## config.mk

```make
export PLATFORM = sky130hd
export DESIGN_NAME = sbc_core
export DESIGN_NICKNAME = d
export VERILOG_FILES = /design/src/logic/sbc_pkg.sv /design/src/logic/sbc_core.sv
export SDC_FILE = /design/constraint.sdc
export NUM_CORES = 1
export LEC_CHECK = 0
export BUFFER_PORTS_ARGS = -buffer_cell sky130_fd_sc_hd__buf_2
export CORE_MARGIN = 2
export CORE_UTILIZATION = 57
export CTS_CLUSTER_DIAMETER = 60
export DETAILED_ROUTE_END_ITERATION = 16
export PLACE_DENSITY = 0.82
export SYNTH_ARGS = -nofsm -noshare
export SYNTH_HDL_FRONTEND = slang
export SYNTH_SLANG_ARGS = --single-unit
```

## constraint.sdc

```tcl
create_clock -name clk_sys_i -period 3.2 [get_ports clk_sys_i]
set_input_delay 0.48 -clock clk_sys_i [delete_from_list [all_inputs] [get_ports clk_sys_i]]
set_output_delay 0.48 -clock clk_sys_i [all_outputs]
set_load 0.05 [all_outputs]
```

## src/logic/sbc_pkg.sv

```systemverilog
// constants, types and register map of the serial baud and frame configuration core
// assumes an 8-bit register port with 16-bit addresses and a single system clock
package sbc_pkg;
  // register addresses
  localparam logic [15:0] OFS_CTRL_ONE   = 16'h00b5;
  localparam logic [15:0] OFS_CTRL_THREE = 16'h00b9;
  localparam logic [15:0] OFS_STATUS     = 16'h00bc;
  localparam logic [15:0] OFS_CLK_SEL    = 16'h205d;
  localparam logic [15:0] OFS_BAUD_HIGH  = 16'h2070;
  localparam logic [15:0] OFS_BAUD_LOW   = 16'h2071;
  // values after reset
  localparam logic [7:0]  RST_CTRL_ONE   = 8'h00;
  localparam logic [12:0] RST_DIVISOR    = 13'h0000;
  // control one fields
  localparam int C1_LOOP    = 7;
  localparam int C1_STOP2   = 6;
  localparam int C1_SINGLE  = 5;
  localparam int C1_NINE    = 4;
  localparam int C1_PAR_EN  = 3;
  localparam int C1_PAR_ODD = 2;
  localparam int C1_ABAUD   = 1;
  localparam int C1_ENABLE  = 0;
  // control three and status fields
  localparam int C3_RX_NINTH = 7;
  localparam int C3_TX_NINTH = 6;
  localparam int ST_PAR_ERR  = 0;
  localparam int ST_FRM_ERR  = 1;
  localparam int ST_AB_DONE  = 2;
  // bit timing in oversample ticks, sixteen to a bit
  localparam logic [3:0] MID_SAMPLE  = 4'h7;
  localparam logic [3:0] LAST_SAMPLE = 4'hf;
  localparam logic [2:0] LAST_DATA   = 3'h7;
  // auto-baud: four more falling edges of the sync byte span eight bits
  localparam logic [2:0] AB_EDGES = 3'h4;
  localparam int         AB_CNT_W = 20;
  localparam int         AB_SHIFT = 7;
  localparam int         DIV_W    = 13;

  typedef struct packed {
    logic [7:0] data;
    logic       ninth;
  } sbc_word_s;

  typedef enum logic [2:0] {
    TX_IDLE  = 3'b000,
    TX_START = 3'b001,
    TX_DATA  = 3'b010,
    TX_NINTH = 3'b011,
    TX_STOP  = 3'b100
  } sbc_tx_e;

  typedef enum logic [2:0] {
    RX_IDLE  = 3'b000,
    RX_START = 3'b001,
    RX_DATA  = 3'b010,
    RX_NINTH = 3'b011,
    RX_STOP  = 3'b100
  } sbc_rx_e;

  typedef enum logic [1:0] {
    AB_IDLE    = 2'b00,
    AB_MEASURE = 2'b01,
    AB_FINISH  = 2'b10
  } sbc_ab_e;
endpackage

```

## src/logic/sbc_core.sv

```systemverilog
// serial port core: clock source select, baud divisor, auto-baud, framing and parity
// assumes source ticks come from logic on clk_sys_i; serial pins are asynchronous
// Contract
// - clock select bit zero picks pll tick or crystal tick for baud
// - divisor is five high-register bits above eight low-register bits
// - zero divisor produces no baud tick at all
// - bit rate is source rate over sixteen times divisor
// - loop bit joins transmit path to receive input
// - in loop mode single bit drives transmit pin while a frame is sent and receives on it otherwise; without single bit the pin is unused
// - stop bit selects one or two stop bits both directions
// - nine bit selects eight or nine bit frames, lsb first
// - eight-bit parity: bit seven carries parity of bits zero to six
// - nine-bit parity: ninth bit carries parity of eight data bits
// - parity select picks odd when set, even when clear
// - auto-baud measures a 0x55 byte and writes divisor registers
// - auto-baud matches once; clear and set the bit to rearm
// - enable bit clear stops and resets the functional logic
// - registers stay readable and writable while disabled
// - mode, stop, enable, clock and divisor settings hold in frame mode
// - received ninth bit readable, transmit ninth bit writable in control three
`timescale 1ns/10ps
module sbc_core
  import sbc_pkg::*;
#(
  parameter int BUF_DEPTH = 2
) (
  input  wire logic       clk_sys_i,
  input  wire logic       rst_n_i,
  input  wire logic [15:0] addr_i,
  input  wire logic [7:0] wdata_i,
  input  wire logic       wr_i,
  input  wire logic       rd_i,
  output logic      [7:0] rdata_o,
  input  wire logic       pll_tick_i,
  input  wire logic       xtal_tick_i,
  input  wire logic [7:0] tx_data_i,
  input  wire logic       tx_valid_i,
  output logic            tx_ready_o,
  output sbc_word_s       rx_word_o,
  output logic            rx_valid_o,
  input  wire logic       rxd_i,
  input  wire logic       txd_in_i,
  output logic            txd_o,
  output logic            txd_oe_o
);
  localparam int PTR_W = (BUF_DEPTH > 1) ? $clog2(BUF_DEPTH) : 1;

  logic [7:0]          ctrl_one_reg;
  logic                clk_sel_reg;
  logic                tx_ninth_reg;
  logic                rx_ninth_reg;
  logic [2:0]          status_reg;
  logic [4:0]          baud_high_reg;
  logic [7:0]          baud_low_reg;
  logic [7:0]          rdata_reg;
  logic [DIV_W-1:0]    div_w;
  logic                func_rst;
  logic                src_tick;
  logic [DIV_W-1:0]    baud_cnt_reg;
  logic                os_tick_reg;
  sbc_word_s           buf_mem_reg [BUF_DEPTH];
  logic [PTR_W-1:0]    buf_wr_reg;
  logic [PTR_W-1:0]    buf_rd_reg;
  logic [PTR_W:0]      buf_cnt_reg;
  logic                buf_push;
  logic                buf_pop;
  logic                buf_valid;
  sbc_tx_e             tx_state_reg;
  logic [3:0]          tx_sub_reg;
  logic [2:0]          tx_bit_reg;
  sbc_word_s           tx_shift_reg;
  logic                tx_line_reg;
  sbc_word_s           tx_load;
  logic                tx_bit_end;
  logic                pin_mux;
  logic                sync1_reg;
  logic                sync2_reg;
  logic                rx_line;
  logic                rx_prev_reg;
  logic                rx_fall;
  sbc_rx_e             rx_state_reg;
  logic [3:0]          rx_sub_reg;
  logic [2:0]          rx_bit_reg;
  sbc_word_s           rx_shift_reg;
  sbc_word_s           rx_word_reg;
  logic                rx_valid_reg;
  logic                rx_done;
  logic                rx_par_bad;
  logic                rx_frm_bad;
  sbc_ab_e             ab_state_reg;
  logic                ab_armed_reg;
  logic [AB_CNT_W-1:0] ab_cnt_reg;
  logic [AB_CNT_W-1:0] ab_sum;
  logic [2:0]          ab_edge_reg;
  logic [DIV_W-1:0]    ab_result_reg;
  logic                ab_load;
  logic                wr_ctrl_one;

  // parity bit that makes the character's count of ones even, or odd when asked
  function automatic logic par_of(input logic [7:0] bits, input logic odd);
    par_of = (^bits) ^ odd;
  endfunction

  // decoded settings, also in force in frame mode
  assign div_w       = {baud_high_reg, baud_low_reg};
  assign func_rst    = !rst_n_i || !ctrl_one_reg[C1_ENABLE];
  assign src_tick    = clk_sel_reg ? xtal_tick_i : pll_tick_i;
  assign wr_ctrl_one = wr_i && (addr_i == OFS_CTRL_ONE);

  // configuration registers, kept by the system reset only
  always_ff @(posedge clk_sys_i)
  begin
    if (!rst_n_i)
    begin
      ctrl_one_reg <= RST_CTRL_ONE;
      clk_sel_reg  <= 1'b0;
      tx_ninth_reg <= 1'b0;
    end
    else if (wr_i)
    begin
      if (addr_i == OFS_CTRL_ONE)
        ctrl_one_reg <= wdata_i;
      if (addr_i == OFS_CLK_SEL)
        clk_sel_reg <= wdata_i[0];
      if (addr_i == OFS_CTRL_THREE)
        tx_ninth_reg <= wdata_i[C3_TX_NINTH];
    end
  end

  // divisor registers; a finished auto-baud match overwrites them
  always_ff @(posedge clk_sys_i)
  begin
    if (!rst_n_i)
    begin
      baud_high_reg <= RST_DIVISOR[12:8];
      baud_low_reg  <= RST_DIVISOR[7:0];
    end
    else if (ab_load)
    begin
      baud_high_reg <= ab_result_reg[12:8];
      baud_low_reg  <= ab_result_reg[7:0];
    end
    else if (wr_i)
    begin
      if (addr_i == OFS_BAUD_HIGH)
        baud_high_reg <= wdata_i[4:0];
      if (addr_i == OFS_BAUD_LOW)
        baud_low_reg <= wdata_i;
    end
  end

  // sticky status, write one to clear, a new event wins over the clear
  always_ff @(posedge clk_sys_i)
  begin
    if (!rst_n_i)
      status_reg <= 3'h0;
    else
      status_reg <= (status_reg & ~((wr_i && addr_i == OFS_STATUS) ? wdata_i[2:0] : 3'h0))
                    | {ab_load, rx_done && rx_frm_bad, rx_done && rx_par_bad};
  end

  // read port, data one cycle after the strobe, unmapped reads zero
  always_ff @(posedge clk_sys_i)
  begin
    if (!rst_n_i)
      rdata_reg <= 8'h00;
    else if (rd_i)
      case (addr_i)
        OFS_CTRL_ONE:   rdata_reg <= ctrl_one_reg;
        OFS_CTRL_THREE: rdata_reg <= {rx_ninth_reg, tx_ninth_reg, 6'h00};
        OFS_STATUS:     rdata_reg <= {5'h00, status_reg};
        OFS_CLK_SEL:    rdata_reg <= {7'h00, clk_sel_reg};
        OFS_BAUD_HIGH:  rdata_reg <= {3'h0, baud_high_reg};
        OFS_BAUD_LOW:   rdata_reg <= baud_low_reg;
        default:        rdata_reg <= 8'h00;
      endcase
    else
      rdata_reg <= 8'h00;
  end
  assign rdata_o = rdata_reg;

  // oversample tick: one per divisor source ticks, none for a zero divisor
  always_ff @(posedge clk_sys_i)
  begin
    if (func_rst || div_w == '0)
    begin
      baud_cnt_reg <= '0;
      os_tick_reg  <= 1'b0;
    end
    else if (src_tick && baud_cnt_reg >= div_w - 13'h0001)
    begin
      baud_cnt_reg <= '0;
      os_tick_reg  <= 1'b1;
    end
    else
    begin
      baud_cnt_reg <= baud_cnt_reg + {12'h000, src_tick};
      os_tick_reg  <= 1'b0;
    end
  end

  // two-entry transmit buffer; the transmitter drains it one frame at a time
  assign tx_ready_o = (buf_cnt_reg < (PTR_W + 1)'(BUF_DEPTH));
  assign buf_valid  = (buf_cnt_reg != '0);
  assign buf_push   = tx_valid_i && tx_ready_o;
  assign buf_pop    = buf_valid && os_tick_reg && (tx_state_reg == TX_IDLE);
  always_ff @(posedge clk_sys_i)
  begin
    if (func_rst)
    begin
      buf_wr_reg  <= '0;
      buf_rd_reg  <= '0;
      buf_cnt_reg <= '0;
    end
    else
    begin
      if (buf_push)
        buf_wr_reg <= (buf_wr_reg == PTR_W'(BUF_DEPTH - 1)) ? '0 : buf_wr_reg + 1'b1;
      if (buf_pop)
        buf_rd_reg <= (buf_rd_reg == PTR_W'(BUF_DEPTH - 1)) ? '0 : buf_rd_reg + 1'b1;
      buf_cnt_reg <= buf_cnt_reg + {{PTR_W{1'b0}}, buf_push} - {{PTR_W{1'b0}}, buf_pop};
    end
  end

  // buffer storage, one entry per slot
  for (genvar gi = 0; gi < BUF_DEPTH; gi++)
  begin : g_buf
    always_ff @(posedge clk_sys_i)
    begin
      if (!rst_n_i)
        buf_mem_reg[gi] <= '0;
      else if (buf_push && buf_wr_reg == PTR_W'(gi))
        buf_mem_reg[gi] <= '{data: tx_data_i, ninth: tx_ninth_reg};
    end
  end

  // frame contents with parity folded in
  always_comb
  begin
    tx_load = buf_mem_reg[buf_rd_reg];
    if (ctrl_one_reg[C1_PAR_EN] && !ctrl_one_reg[C1_NINE])
      tx_load.data[7] = par_of({1'b0, tx_load.data[6:0]}, ctrl_one_reg[C1_PAR_ODD]);
    if (ctrl_one_reg[C1_PAR_EN] && ctrl_one_reg[C1_NINE])
      tx_load.ninth = par_of(tx_load.data, ctrl_one_reg[C1_PAR_ODD]);
  end
  assign tx_bit_end = os_tick_reg && (tx_sub_reg == LAST_SAMPLE);

  // transmitter: start, eight data bits lsb first, optional ninth, stops
  always_ff @(posedge clk_sys_i)
  begin
    if (func_rst)
    begin
      tx_state_reg <= TX_IDLE;
      tx_sub_reg   <= 4'h0;
      tx_bit_reg   <= 3'h0;
      tx_shift_reg <= '0;
      tx_line_reg  <= 1'b1;
    end
    else
    begin
      if (os_tick_reg)
        tx_sub_reg <= (tx_state_reg == TX_IDLE) ? 4'h0 : tx_sub_reg + 4'h1;
      case (tx_state_reg)
        TX_IDLE:
          if (buf_pop)
          begin
            tx_shift_reg <= tx_load;
            tx_line_reg  <= 1'b0;
            tx_state_reg <= TX_START;
          end
        TX_START:
          if (tx_bit_end)
          begin
            tx_line_reg  <= tx_shift_reg.data[0];
            tx_shift_reg <= {1'b0, tx_shift_reg.data[7:1], tx_shift_reg.ninth};
            tx_bit_reg   <= 3'h0;
            tx_state_reg <= TX_DATA;
          end
        TX_DATA:
          if (tx_bit_end)
          begin
            if (tx_bit_reg == LAST_DATA)
            begin
              tx_bit_reg   <= 3'h0;
              tx_line_reg  <= ctrl_one_reg[C1_NINE] ? tx_shift_reg.ninth : 1'b1;
              tx_state_reg <= ctrl_one_reg[C1_NINE] ? TX_NINTH : TX_STOP;
            end
            else
            begin
              tx_bit_reg   <= tx_bit_reg + 3'h1;
              tx_line_reg  <= tx_shift_reg.data[0];
              tx_shift_reg <= {1'b0, tx_shift_reg.data[7:1], tx_shift_reg.ninth};
            end
          end
        TX_NINTH:
          if (tx_bit_end)
          begin
            tx_line_reg  <= 1'b1;
            tx_state_reg <= TX_STOP;
          end
        TX_STOP:
          if (tx_bit_end)
          begin
            if (tx_bit_reg == {2'b00, ctrl_one_reg[C1_STOP2]})
            begin
              tx_bit_reg   <= 3'h0;
              tx_state_reg <= TX_IDLE;
            end
            else
              tx_bit_reg <= tx_bit_reg + 3'h1;
          end
        default:
          tx_state_reg <= TX_IDLE;
      endcase
    end
  end

  // pin routing: normal, internal loop with pin unused, or single wire
  assign txd_o    = tx_line_reg;
  assign txd_oe_o = !ctrl_one_reg[C1_LOOP] ||
                    (ctrl_one_reg[C1_SINGLE] && tx_state_reg != TX_IDLE);
  assign pin_mux  = (ctrl_one_reg[C1_LOOP] && ctrl_one_reg[C1_SINGLE]) ? txd_in_i : rxd_i;

  // two-flop synchroniser on the receive pin
  always_ff @(posedge clk_sys_i)
  begin
    if (!rst_n_i)
    begin
      sync1_reg <= 1'b1;
      sync2_reg <= 1'b1;
    end
    else
    begin
      sync1_reg <= pin_mux;
      sync2_reg <= sync1_reg;
    end
  end
  assign rx_line = (ctrl_one_reg[C1_LOOP] && !ctrl_one_reg[C1_SINGLE]) ?
                   tx_line_reg : sync2_reg;
  assign rx_fall = rx_prev_reg && !rx_line;

  // received frame checks
  assign rx_done    = (rx_state_reg == RX_STOP) && os_tick_reg && (rx_sub_reg == LAST_SAMPLE)
                      && (rx_bit_reg == {2'b00, ctrl_one_reg[C1_STOP2]});
  assign rx_frm_bad = !rx_line;
  assign rx_par_bad = ctrl_one_reg[C1_PAR_EN] && (ctrl_one_reg[C1_NINE] ?
                      (par_of(rx_shift_reg.data, ctrl_one_reg[C1_PAR_ODD]) != rx_shift_reg.ninth) :
                      (par_of({1'b0, rx_shift_reg.data[6:0]}, ctrl_one_reg[C1_PAR_ODD])
                       != rx_shift_reg.data[7]));

  // receiver: mid-bit sampling, realigned on every start edge
  always_ff @(posedge clk_sys_i)
  begin
    if (func_rst)
    begin
      rx_state_reg <= RX_IDLE;
      rx_sub_reg   <= 4'h0;
      rx_bit_reg   <= 3'h0;
      rx_shift_reg <= '0;
      rx_prev_reg  <= 1'b1;
      rx_word_reg  <= '0;
      rx_valid_reg <= 1'b0;
    end
    else
    begin
      rx_prev_reg  <= rx_line;
      rx_valid_reg <= rx_done;
      if (os_tick_reg)
        rx_sub_reg <= rx_sub_reg + 4'h1;
      case (rx_state_reg)
        RX_IDLE:
          if (rx_fall)
          begin
            rx_sub_reg   <= 4'h0;
            rx_state_reg <= RX_START;
          end
        RX_START:
          if (os_tick_reg && rx_sub_reg == MID_SAMPLE)
          begin
            rx_sub_reg   <= 4'h0;
            rx_bit_reg   <= 3'h0;
            rx_state_reg <= rx_line ? RX_IDLE : RX_DATA;
          end
        RX_DATA:
          if (os_tick_reg && rx_sub_reg == LAST_SAMPLE)
          begin
            rx_shift_reg.data <= {rx_line, rx_shift_reg.data[7:1]};
            rx_bit_reg        <= (rx_bit_reg == LAST_DATA) ? 3'h0 : rx_bit_reg + 3'h1;
            if (rx_bit_reg == LAST_DATA)
              rx_state_reg <= ctrl_one_reg[C1_NINE] ? RX_NINTH : RX_STOP;
          end
        RX_NINTH:
          if (os_tick_reg && rx_sub_reg == LAST_SAMPLE)
          begin
            rx_shift_reg.ninth <= rx_line;
            rx_state_reg       <= RX_STOP;
          end
        RX_STOP:
          if (rx_done)
          begin
            rx_word_reg  <= rx_shift_reg;
            rx_bit_reg   <= 3'h0;
            rx_state_reg <= RX_IDLE;
          end
          else if (os_tick_reg && rx_sub_reg == LAST_SAMPLE)
            rx_bit_reg <= rx_bit_reg + 3'h1;
        default:
          rx_state_reg <= RX_IDLE;
      endcase
    end
  end
  assign rx_word_o  = rx_word_reg;
  assign rx_valid_o = rx_valid_reg;

  // received ninth bit, readable in control three
  always_ff @(posedge clk_sys_i)
  begin
    if (!rst_n_i)
      rx_ninth_reg <= 1'b0;
    else if (rx_done && ctrl_one_reg[C1_NINE])
      rx_ninth_reg <= rx_shift_reg.ninth;
  end

  // auto-baud arming: a rising auto-baud bit arms one match
  always_ff @(posedge clk_sys_i)
  begin
    if (!rst_n_i)
      ab_armed_reg <= 1'b0;
    else if (ab_load)
      ab_armed_reg <= 1'b0;
    else if (wr_ctrl_one && wdata_i[C1_ABAUD] && !ctrl_one_reg[C1_ABAUD])
      ab_armed_reg <= 1'b1;
    else if (!ctrl_one_reg[C1_ABAUD])
      ab_armed_reg <= 1'b0;
  end

  // auto-baud measure: source ticks over eight bits of the sync byte
  assign ab_load = (ab_state_reg == AB_FINISH) && !rx_prev_reg && rx_line;
  assign ab_sum  = ab_cnt_reg + {{(AB_CNT_W - 1){1'b0}}, src_tick}; // count incl. this edge
  always_ff @(posedge clk_sys_i)
  begin
    if (func_rst)
    begin
      ab_state_reg  <= AB_IDLE;
      ab_cnt_reg    <= '0;
      ab_edge_reg   <= 3'h0;
      ab_result_reg <= '0;
    end
    else
      case (ab_state_reg)
        AB_IDLE:
          if (ab_armed_reg && rx_fall)
          begin
            ab_cnt_reg   <= '0;
            ab_edge_reg  <= 3'h0;
            ab_state_reg <= AB_MEASURE;
          end
        AB_MEASURE:
        begin
          ab_cnt_reg <= ab_sum;
          if (rx_fall)
          begin
            ab_edge_reg <= ab_edge_reg + 3'h1;
            if (ab_edge_reg == AB_EDGES - 3'h1)
            begin
              ab_result_reg <= ab_sum[AB_CNT_W-1:AB_SHIFT];
              ab_state_reg  <= AB_FINISH;
            end
          end
        end
        AB_FINISH:
          if (ab_load)
            ab_state_reg <= AB_IDLE;
        default:
          ab_state_reg <= AB_IDLE;
      endcase
  end
endmodule

```

# --- Word level (Yosys, flattened, before mapping) ---
# Memories as Yosys holds them, arrays and structs flattened. A register that Yosys moved wholly into a read port is not among the register bits.
# Index checks and enable logic that the tools add are counted.
op_classes:
  add_sub_neg: 12
  n_lt_le_gt_ge: 2
  n_eq_ne: 46
  n_mux: 86
  n_bitwise: 13
  reduce_logical: 80
op_table:
  columns: ["cell", "n"]
  rows:
  - ["3-bit two-way mux", 27]
  - ["9-bit two-way mux", 6]
  - ["16-bit by 14-bit equality test with 1-bit output, second input constant", 3]
  - ["16-bit by 8-bit equality test with 1-bit output, second input constant", 3]
  - ["8-bit case mux with 6 select lines", 1]
  - ["20-bit case mux with 2 select lines", 1]
  - ["2-bit != test, second input constant", 18]
  - ["8-bit parity", 4]
  - ["3-bit case mux with 5 select lines", 2]
  - ["1-bit logical AND", 29]
  - ["9-bit case mux with 3 select lines", 1]
  - ["1-bit two-way mux", 26]
  - ["8-bit two-way mux", 3]
  - ["20-bit by 1-bit adder with 20-bit output", 1]
  - ["20-bit two-way mux", 1]
  - ["2-bit AND reduction", 10]
  - ["3-bit case mux with 3 select lines", 2]
  - ["4-bit two-way mux", 4]
  - ["4-bit AND reduction", 4]
  - ["3-bit by 2-bit equality test with 1-bit output, second input constant", 5]
  - ["5-bit two-way mux", 3]
  - ["13-bit by 1-bit adder with 13-bit output", 1]
  - ["13-bit greater-or-equal comparator", 1]
  - ["13-bit logical NOT", 1]
  - ["other kinds (40)", 82]
totals:
  reg_bits: 144
  ram_bits: 18
  input_bits: 41
  out_inout_bits: 21
  wordCells: 275
  n_memories: 1
mem_list:
  columns: ["memory", "depth", "width", "rd", "rd_clocked_by_memory_dff", "wr", "line", "source"]
  rows:
  - ["buf_mem_reg", 2, 9, 1, 1, 2, "sbc_core.sv:61", "sbc_word_s buf_mem_reg [BUF_DEPTH];"]

# --- Depth between registers and ports, before layout ---
# Gate-level depths: netlist of run 1.
logic_depth:
  ltp_word: 8
  ltp_mapped: 13
  mapped_depth_nobuf: 12

# --- Least setup slack after synthesis of run 1 ---
# Ideal clock, no wire load.
synth_path:
  kind: "register -> register"
  start: "register baud_low_reg[4]"
  end: "register baud_cnt_reg[10]"
  t_arrival_ps: 2691
  required_time_ps: 3067
  path_slack_ps: 376
  path_stages_with_launch: 14
  n_path_buf: 2
  cell_sequence: "dfxtp_1 > clkbuf_1 > nor4_1 > and3_1 > nand2_1 > xor2_1 > ha_1 > nand3_1 > a21boi_0 > o211ai_1 > a211o_1 > o211ai_1 > clkbuf_1 > a21oi_1"
synth_between:
  elab_chain_len: 4
  word_cells_on_any_way: 6
  classes_between: "add/sub: 1; order compare: 1; reduce/logical: 4"
synth_rtl:
  columns: ["element", "line", "source"]
  rows:
  - ["from (decl)", "sbc_core.sv:54", "logic [7:0] baud_low_reg;"]
  - ["from (signal assigned)", "sbc_core.sv:136", "baud_low_reg <= RST_DIVISOR[7:0];"]
  - ["from (signal assigned)", "sbc_core.sv:141", "baud_low_reg <= ab_result_reg[7:0];"]
  - ["from (signal assigned)", "sbc_core.sv:148", "baud_low_reg <= wdata_i;"]
  - ["13-bit by 1-bit subtractor with 13-bit output", "sbc_core.sv:190", "else if (src_tick && baud_cnt_reg >= div_w - 13'h0001)"]
  - ["13-bit greater-or-equal comparator", "sbc_core.sv:190", null]
  - ["1-bit logical AND", "sbc_core.sv:190", null]
  - ["2-bit OR reduction (no line) (*)", null, null]
  - ["to (signal assigned)", "sbc_core.sv:197", "baud_cnt_reg <= baud_cnt_reg + {12'h000, src_tick};"]
  - ["to (decl)", "sbc_core.sv:59", "logic [DIV_W-1:0] baud_cnt_reg;"]
# Mark *: on every way between the ends. The rest lies on a longest branch, timed or not.
# A chain may end at the register's enable or synchronous reset.

# --- Worst setup path after layout of run 1 ---
layout_path:
  start: "register baud_low_reg[4]"
  end: "register baud_cnt_reg[7]"
# The elaborated chain is that of the path after synthesis.

==> impl_metrics.json, run 1 <==
{
  "status": "completed",
  "dieWidth_um": 124,
  "critPathMaxStageDelay_ns": 0.44,
  "yosysTopAreaCellShare_pct": 35.3,
  "path_buf_inv": 1,
  "fin_crit_ns": 2.89,
  "dieArea_sq_um": 15400,
  "rsz0062_at_grt": "false",
  "die_y_um": 124,
  "cts_tree": "built",
  "power_density_nw_per_um2": 468,
  "grt_pass1_vias": 6348,
  "synthTopCellsByArea": "dfxtp_1 (35%), edfxtp_1 (6.6%), nand2_1 (5.2%)",
  "grt.overflow.total": 0,
  "finalCritPeriodShare_pct": 90.4,
  "final_common_cell": "dfxtp_1",
  "start_kind": "flop",
  "min_from": "rxd_i",
  "cts_made_buffers": 17,
  "placed_area_sq_um": 8670,
  "cap_violations": 0,
  "p_int_mw": 3.45,
  "crit_required_ns": 3.49,
  "setup.worst_path.end_class": "flop",
  "grt_max_degree": 50,
  "clkPwrFrac_pct": 49.1,
  "antenna_cells": 0,
  "grt_pass1_wl_um": 30400,
  "finalHoldViolCount": 0,
  "p_sw_mw": 0.899,
  "dpl.hpwl_um": 13100,
  "fin_area_sq_um": 9290,
  "cts_max_level": 4,
  "setup_viol": 0,
  "final_cell_mix": "dfxtp_1 (145), nand2_1 (113), nor2_1 (109)",
  "drc": 0,
  "cp_data_arrival_time_ns": 3.18,
  "clk_pin_slew_worst_paths_ns": 0.06,
  "start_util_pct": 58.9,
  "pwr-share-seq_pct": 48.0,
  "cp_top_family": "simple AND/OR/NAND/NOR gates",
  "yosysWarnings": 0,
  "vdd_drop_max_mv": 0.415,
  "ios": 62,
  "drtAntennaViolNets": 0,
  "syn_to_final_growth_pct": 12.8,
  "drt_first_pass_iters": 6,
  "cp_common_cell": "o211ai_1",
  "clk_latency_ns": 0.43,
  "synth-edff-count": 18,
  "switching_share_pct": 20.7,
  "crit_fanout": 13,
  "yosysTopAreaCell": "dfxtp_1",
  "ctsResizeCount": 0,
  "maxSlewHeadroom_pct": 34.5,
  "ys_types": 66,
  "setup-tns-final_ns": 0,
  "wl_per_cell_um": 15.9,
  "num_vias": 6953,
  "r2r_slack_ns": 0.31,
  "drt_iter0_markers": 616,
  "ys_ff_latch": 163,
  "syn_inst": 957,
  "worst_slew_pin_slew_ns": 0.979,
  "cp_cell_sequence": "nor4_1, and3_1, nand2_1, xor2_1, ha_1, nand3_1, a21boi_0, o211ai_1, a211o_1, o211ai_1, buf_4, a21oi_1",
  "routed_wl_um": 19000,
  "drive_gt1_share_pct": 12.3,
  "cts_root_buffer": "clkbuf_16",
  "ys_async_sr_fraction_pct": 0,
  "holdWs_ns": 0.273,
  "hold_end": "sync1_reg",
  "leakagePower_nw": 3.43,
  "synthesis.nets": 1027,
  "hp-class": "in -> reg",
  "hold_path_depth": 3,
  "crit_slowest_cell": "nor4_1",
  "cts_setup_buffers": 0,
  "fp.coreArea_sq_um": 14000,
  "clk_path_buf_depth": 2,
  "ys_seq_area_share_pct": 41.8,
  "setup.worst_path.class": "reg -> reg",
  "reg2regPathDepth": 12,
  "timing.rr.start": "baud_low_reg[4]",
  "combPwrFrac_pct": 2.9,
  "largest_reg_flops": 20,
  "nNetsFinal": 1071,
  "crit_start": "baud_low_reg[4]",
  "grt_util_all_layers_pct": 25.3,
  "rows": 43,
  "fin_skew_ns": 0.00792,
  "io_buffers": 61,
  "cts_hold_buffers": 0,
  "fmax_mhz": 346,
  "syn_area_sq_um": 8230,
  "via_per_inst": 5.82,
  "antenna_found_initial": 0,
  "nFillCells": 1162,
  "postSynthAreaPerCell_sq_um": 8.60,
  "rr_endpoint": "baud_cnt_reg[7]",
  "finalMaxSlewViolations": 0,
  "cts.sinks": 163,
  "gp_congestion": 0.878,
  "synth_flop_cell": "dfxtp_1"
}
## tightest hold or removal path, stage by stage
cell and delay, ns:
buf_2 0.09, nand2_1 0.04, nand3_1 0.06
## Yosys cell counts (all sizes together) (7+ instances only)
cell and n:
nor2 111, a21o 7, clkbuf 40, and2 23, nand3 45, xor2 24, dfxtp 145, inv 22
buf 10, mux2 7, a22oi 9, o21ai 44, nand4 10, o21a 7, a211oi 21, mux2i 32
nand3b 7, and3 15, ha 29, nor3 16, xnor2 37, nand2b 7, a21oi 77, nor4 11
edfxtp 18, nand2 114, a311oi 8
## layout make-up
class / instances / area [sq um] / area share [%]
well taps: 180 / 225 / 2.42
repair buffers: 75 / 410 / 4.42
multi-input cells: 722 / 4510 / 48.6
clock inverters: 7 / 120 / 1.29
clock buffers: 25 / 497 / 5.35
flip-flops and latches: 163 / 3440 / 37.1
inverters: 22 / 82.6 / 0.889
## power groups by stage
| stage | clock, mW | combinational, mW | sequential (mW) |
|---|---|---|---|
| final | 2.13 | 0.127 | 2.09 |
| after global routing | 2.23 | 0.138 | 2.09 |
| after CTS | 2.15 | 0.127 | 2.09 |
| after detailed placement | 0 | 0.125 | 2.13 |
| after global placement | 0 | 0.123 | 2.13 |
| after floorplan | 0 | 0.0713 | 2.13 |
## cells by family (layout without fill, tap and decap cells)
family,count (synthesis),count (layout),synth area share [%]
and+or+nand+nor,386,386,23.3
buffers and inverters,72,129,3.43
adders and majority gates,29,29,4.41
AOI/OAI and AO/OA,207,207,15.7
muxes,39,39,4.85
xor gates and xnor gates,61,61,6.49
DFF,163,163,41.8
## metrics by stage
stage	std cells	power (mW)	utilization (%)	setup WS, ns
after global routing	1194	4.45	66.4	0.0532
final	1194	4.35	66.4	0.308
after CTS	1194	4.36	66.4	0.308
after global placement	1162	2.25	62.0	0.428
after detailed placement	1162	2.26	62.0	0.282
after floorplan	957	2.20	-	0.376
## how the worst max path moves through the flow
stage	slack, ns	to	cells past startpoint
3_5_place_dp	0.28	baud_cnt_reg[10]	12
4_1_cts	0.31	baud_cnt_reg[7]	12
5_1_grt	0.05	baud_cnt_reg[7]	12
6_report	0.31	baud_cnt_reg[7]	12
3_3_place_gp	0.43	baud_cnt_reg[7]	12
2_1_floorplan	0.38	baud_cnt_reg[10]	13
## layer usage
layer / GRT usage (%) / up-vias / share of wire (%)
li1: - / 3486 / -
met1: 32.6 / 3203 / 45
met3: 5.45 / 43 / 5.5
met5: 0 / - / 0
met4: 8.57 / 0 / 2.4
met2: 42.0 / 221 / 47
Note: power is estimated with default switching activity, not from simulation.
==> inputs of run 2 (changes only) <==
--- a/config.mk
+++ b/config.mk
@@ -6,6 +6,7 @@
 export NUM_CORES = 1
 export LEC_CHECK = 0
 export BUFFER_PORTS_ARGS = -buffer_cell sky130_fd_sc_hd__buf_2
+export CORE_ASPECT_RATIO = 0.8
 export CORE_MARGIN = 2
 export CORE_UTILIZATION = 57
 export CTS_CLUSTER_DIAMETER = 60
==> impl_metrics.json, run 2 (same netlist as run 1, synthesis figures left out) <==
{
  "routed_wl_um": 19000,
  "rows": 39,
  "nNetsFinal": 1068,
  "critPathMaxStageDelay_ns": 0.43,
  "cap_violations": 0,
  "drt_first_pass_iters": 6,
  "dieArea_sq_um": 15400,
  "dieWidth_um": 138,
  "ctsResizeCount": 0,
  "cp_common_cell": "o211ai_1",
  "maxSlewHeadroom_pct": 36.7,
  "power_density_nw_per_um2": 466,
  "grt_max_degree": 65,
  "pwr-share-seq_pct": 48.2,
  "drt_iter0_markers": 719,
  "grt.overflow.total": 0,
  "cts_max_level": 4,
  "io_buffers": 61,
  "clk_path_buf_depth": 2,
  "syn_to_final_growth_pct": 12.7,
  "antenna_cells": 0,
  "drtAntennaViolNets": 0,
  "p_sw_mw": 0.957,
  "switching_share_pct": 22.1,
  "largest_reg_flops": 20,
  "finalMaxSlewViolations": 0,
  "finalHoldViolCount": 0,
  "grt_pass1_vias": 6526,
  "cts_hold_buffers": 0,
  "final_common_cell": "dfxtp_1",
  "p_int_mw": 3.37,
  "nFillCells": 1139,
  "setup-tns-final_ns": 0,
  "worst_slew_pin_slew_ns": 0.946,
  "setup.worst_path.class": "reg -> reg",
  "cts_made_buffers": 17,
  "crit_required_ns": 3.50,
  "crit_fanout": 14,
  "clk_latency_ns": 0.44,
  "grt_util_all_layers_pct": 25.4,
  "dpl.hpwl_um": 13100,
  "final_cell_mix": "dfxtp_1 (145), nand2_1 (113), nor2_1 (109)",
  "clkPwrFrac_pct": 48.9,
  "start_kind": "flop",
  "grt_pass1_wl_um": 32000,
  "crit_slowest_cell": "nor4_1",
  "fmax_mhz": 358,
  "clk_pin_slew_worst_paths_ns": 0.07,
  "cts_setup_buffers": 0,
  "die_y_um": 111,
  "min_from": "rxd_i",
  "gp_congestion": 0.904,
  "num_vias": 7030,
  "fp.coreArea_sq_um": 14200,
  "antenna_found_initial": 0,
  "cts_tree": "built",
  "placed_area_sq_um": 8670,
  "start_util_pct": 58.0,
  "timing.rr.start": "baud_low_reg[4]",
  "cp_cell_sequence": "nor4_1, and3_1, nand2_1, xor2_1, ha_1, nand3_1, a21boi_0, o211ai_1, a211o_1, o211ai_1, buf_4, a21oi_1",
  "ios": 62,
  "fin_crit_ns": 2.79,
  "fin_area_sq_um": 9280,
  "cp_data_arrival_time_ns": 3.09,
  "wl_per_cell_um": 15.9,
  "drive_gt1_share_pct": 12.4,
  "via_per_inst": 5.88,
  "post-route-util_pct": 65.3,
  "rsz0062_at_grt": "false",
  "drc": 0,
  "combPwrFrac_pct": 2.9,
  "setup.worst_path.end_class": "flop",
  "fin_skew_ns": 0.00890,
  "power.total_mw": 4.33,
  "holdWs_ns": 0.302,
  "vdd_drop_max_mv": 0.543,
  "cts.sinks": 163,
  "hp-class": "in -> reg",
  "crit_start": "baud_low_reg[4]",
  "cts_root_buffer": "clkbuf_16",
  "leakagePower_nw": 3.43,
  "setup_viol": 0,
  "status": "completed",
  "finalCritPeriodShare_pct": 87.3
}
==> run 2: cell types whose count changed in the layout (fill, tap and decap cells not counted), moves of 2 or more <==
cell	previous run	this run
clkbuf_1	5	1
clkinv_4	0	5
buf_4	14	10
clkbuf_8	2	0
==> run 2: stage by stage <==
stage | std cells | worst slack (ns)
floorplan | 957 | 0.376
global placement | 1163 | 0.457
detailed placement | 1163 | 0.420
CTS | 1195 | 0.399
global route | 1195 | 0.135
finish | 1195 | 0.407
==> run 2: layout make-up <==
type	count	area, sq um	share of cell area [%]
clock buffers	18	429	4.63
clock inverters	14	180	1.94
inverters	22	82.6	0.890
multi-input cells	722	4510	48.6
flip-flops and latches	163	3440	37.1
well taps	184	230	2.48
repair buffers	72	400	4.32
==> run 2: metal layers <==
layer | GRT usage [%] | routed length (um) | part of all wire (%) | vias to the layer above
li1 | - | - | - | 3494
met1 | 35.9 | 9060 | 48 | 3291
met2 | 38.9 | 8310 | 44 | 223
met3 | 5.55 | 1320 | 6.9 | 22
met4 | 8.78 | 277 | 1.5 | 0
met5 | 0 | 0 | 0 | -
==> run 2: critical path: cells and delay by family, from the launching register on <==
kind	cells	cell delay (ns)
flops	1	0.37
compound gates	5	0.74
buf+inv	1	0.22
xor+xnor	1	0.15
simple gates	4	0.87
fa+ha+maj	1	0.32
==> run 2: path summary, 6_finish.rpt <==
path	endpoint	slack, ns	depth (start not counted)
min	sync1_reg	0.30	3
max	baud_cnt_reg[0]	0.41	12
max reg2reg	baud_cnt_reg[0]	0.41	12
min reg2reg	sync2_reg	0.42	1
==> run 2: power groups by stage <==
stage | Clock, mW | Sequential, mW | Combinational, mW
2_1_floorplan | 0 | 2.13 | 0.0713
3_3_place_gp | 0 | 2.13 | 0.124
3_5_place_dp | 0 | 2.13 | 0.125
4_1_cts | 2.12 | 2.08 | 0.126
5_1_grt | 2.22 | 2.08 | 0.138
6_report | 2.11 | 2.08 | 0.127
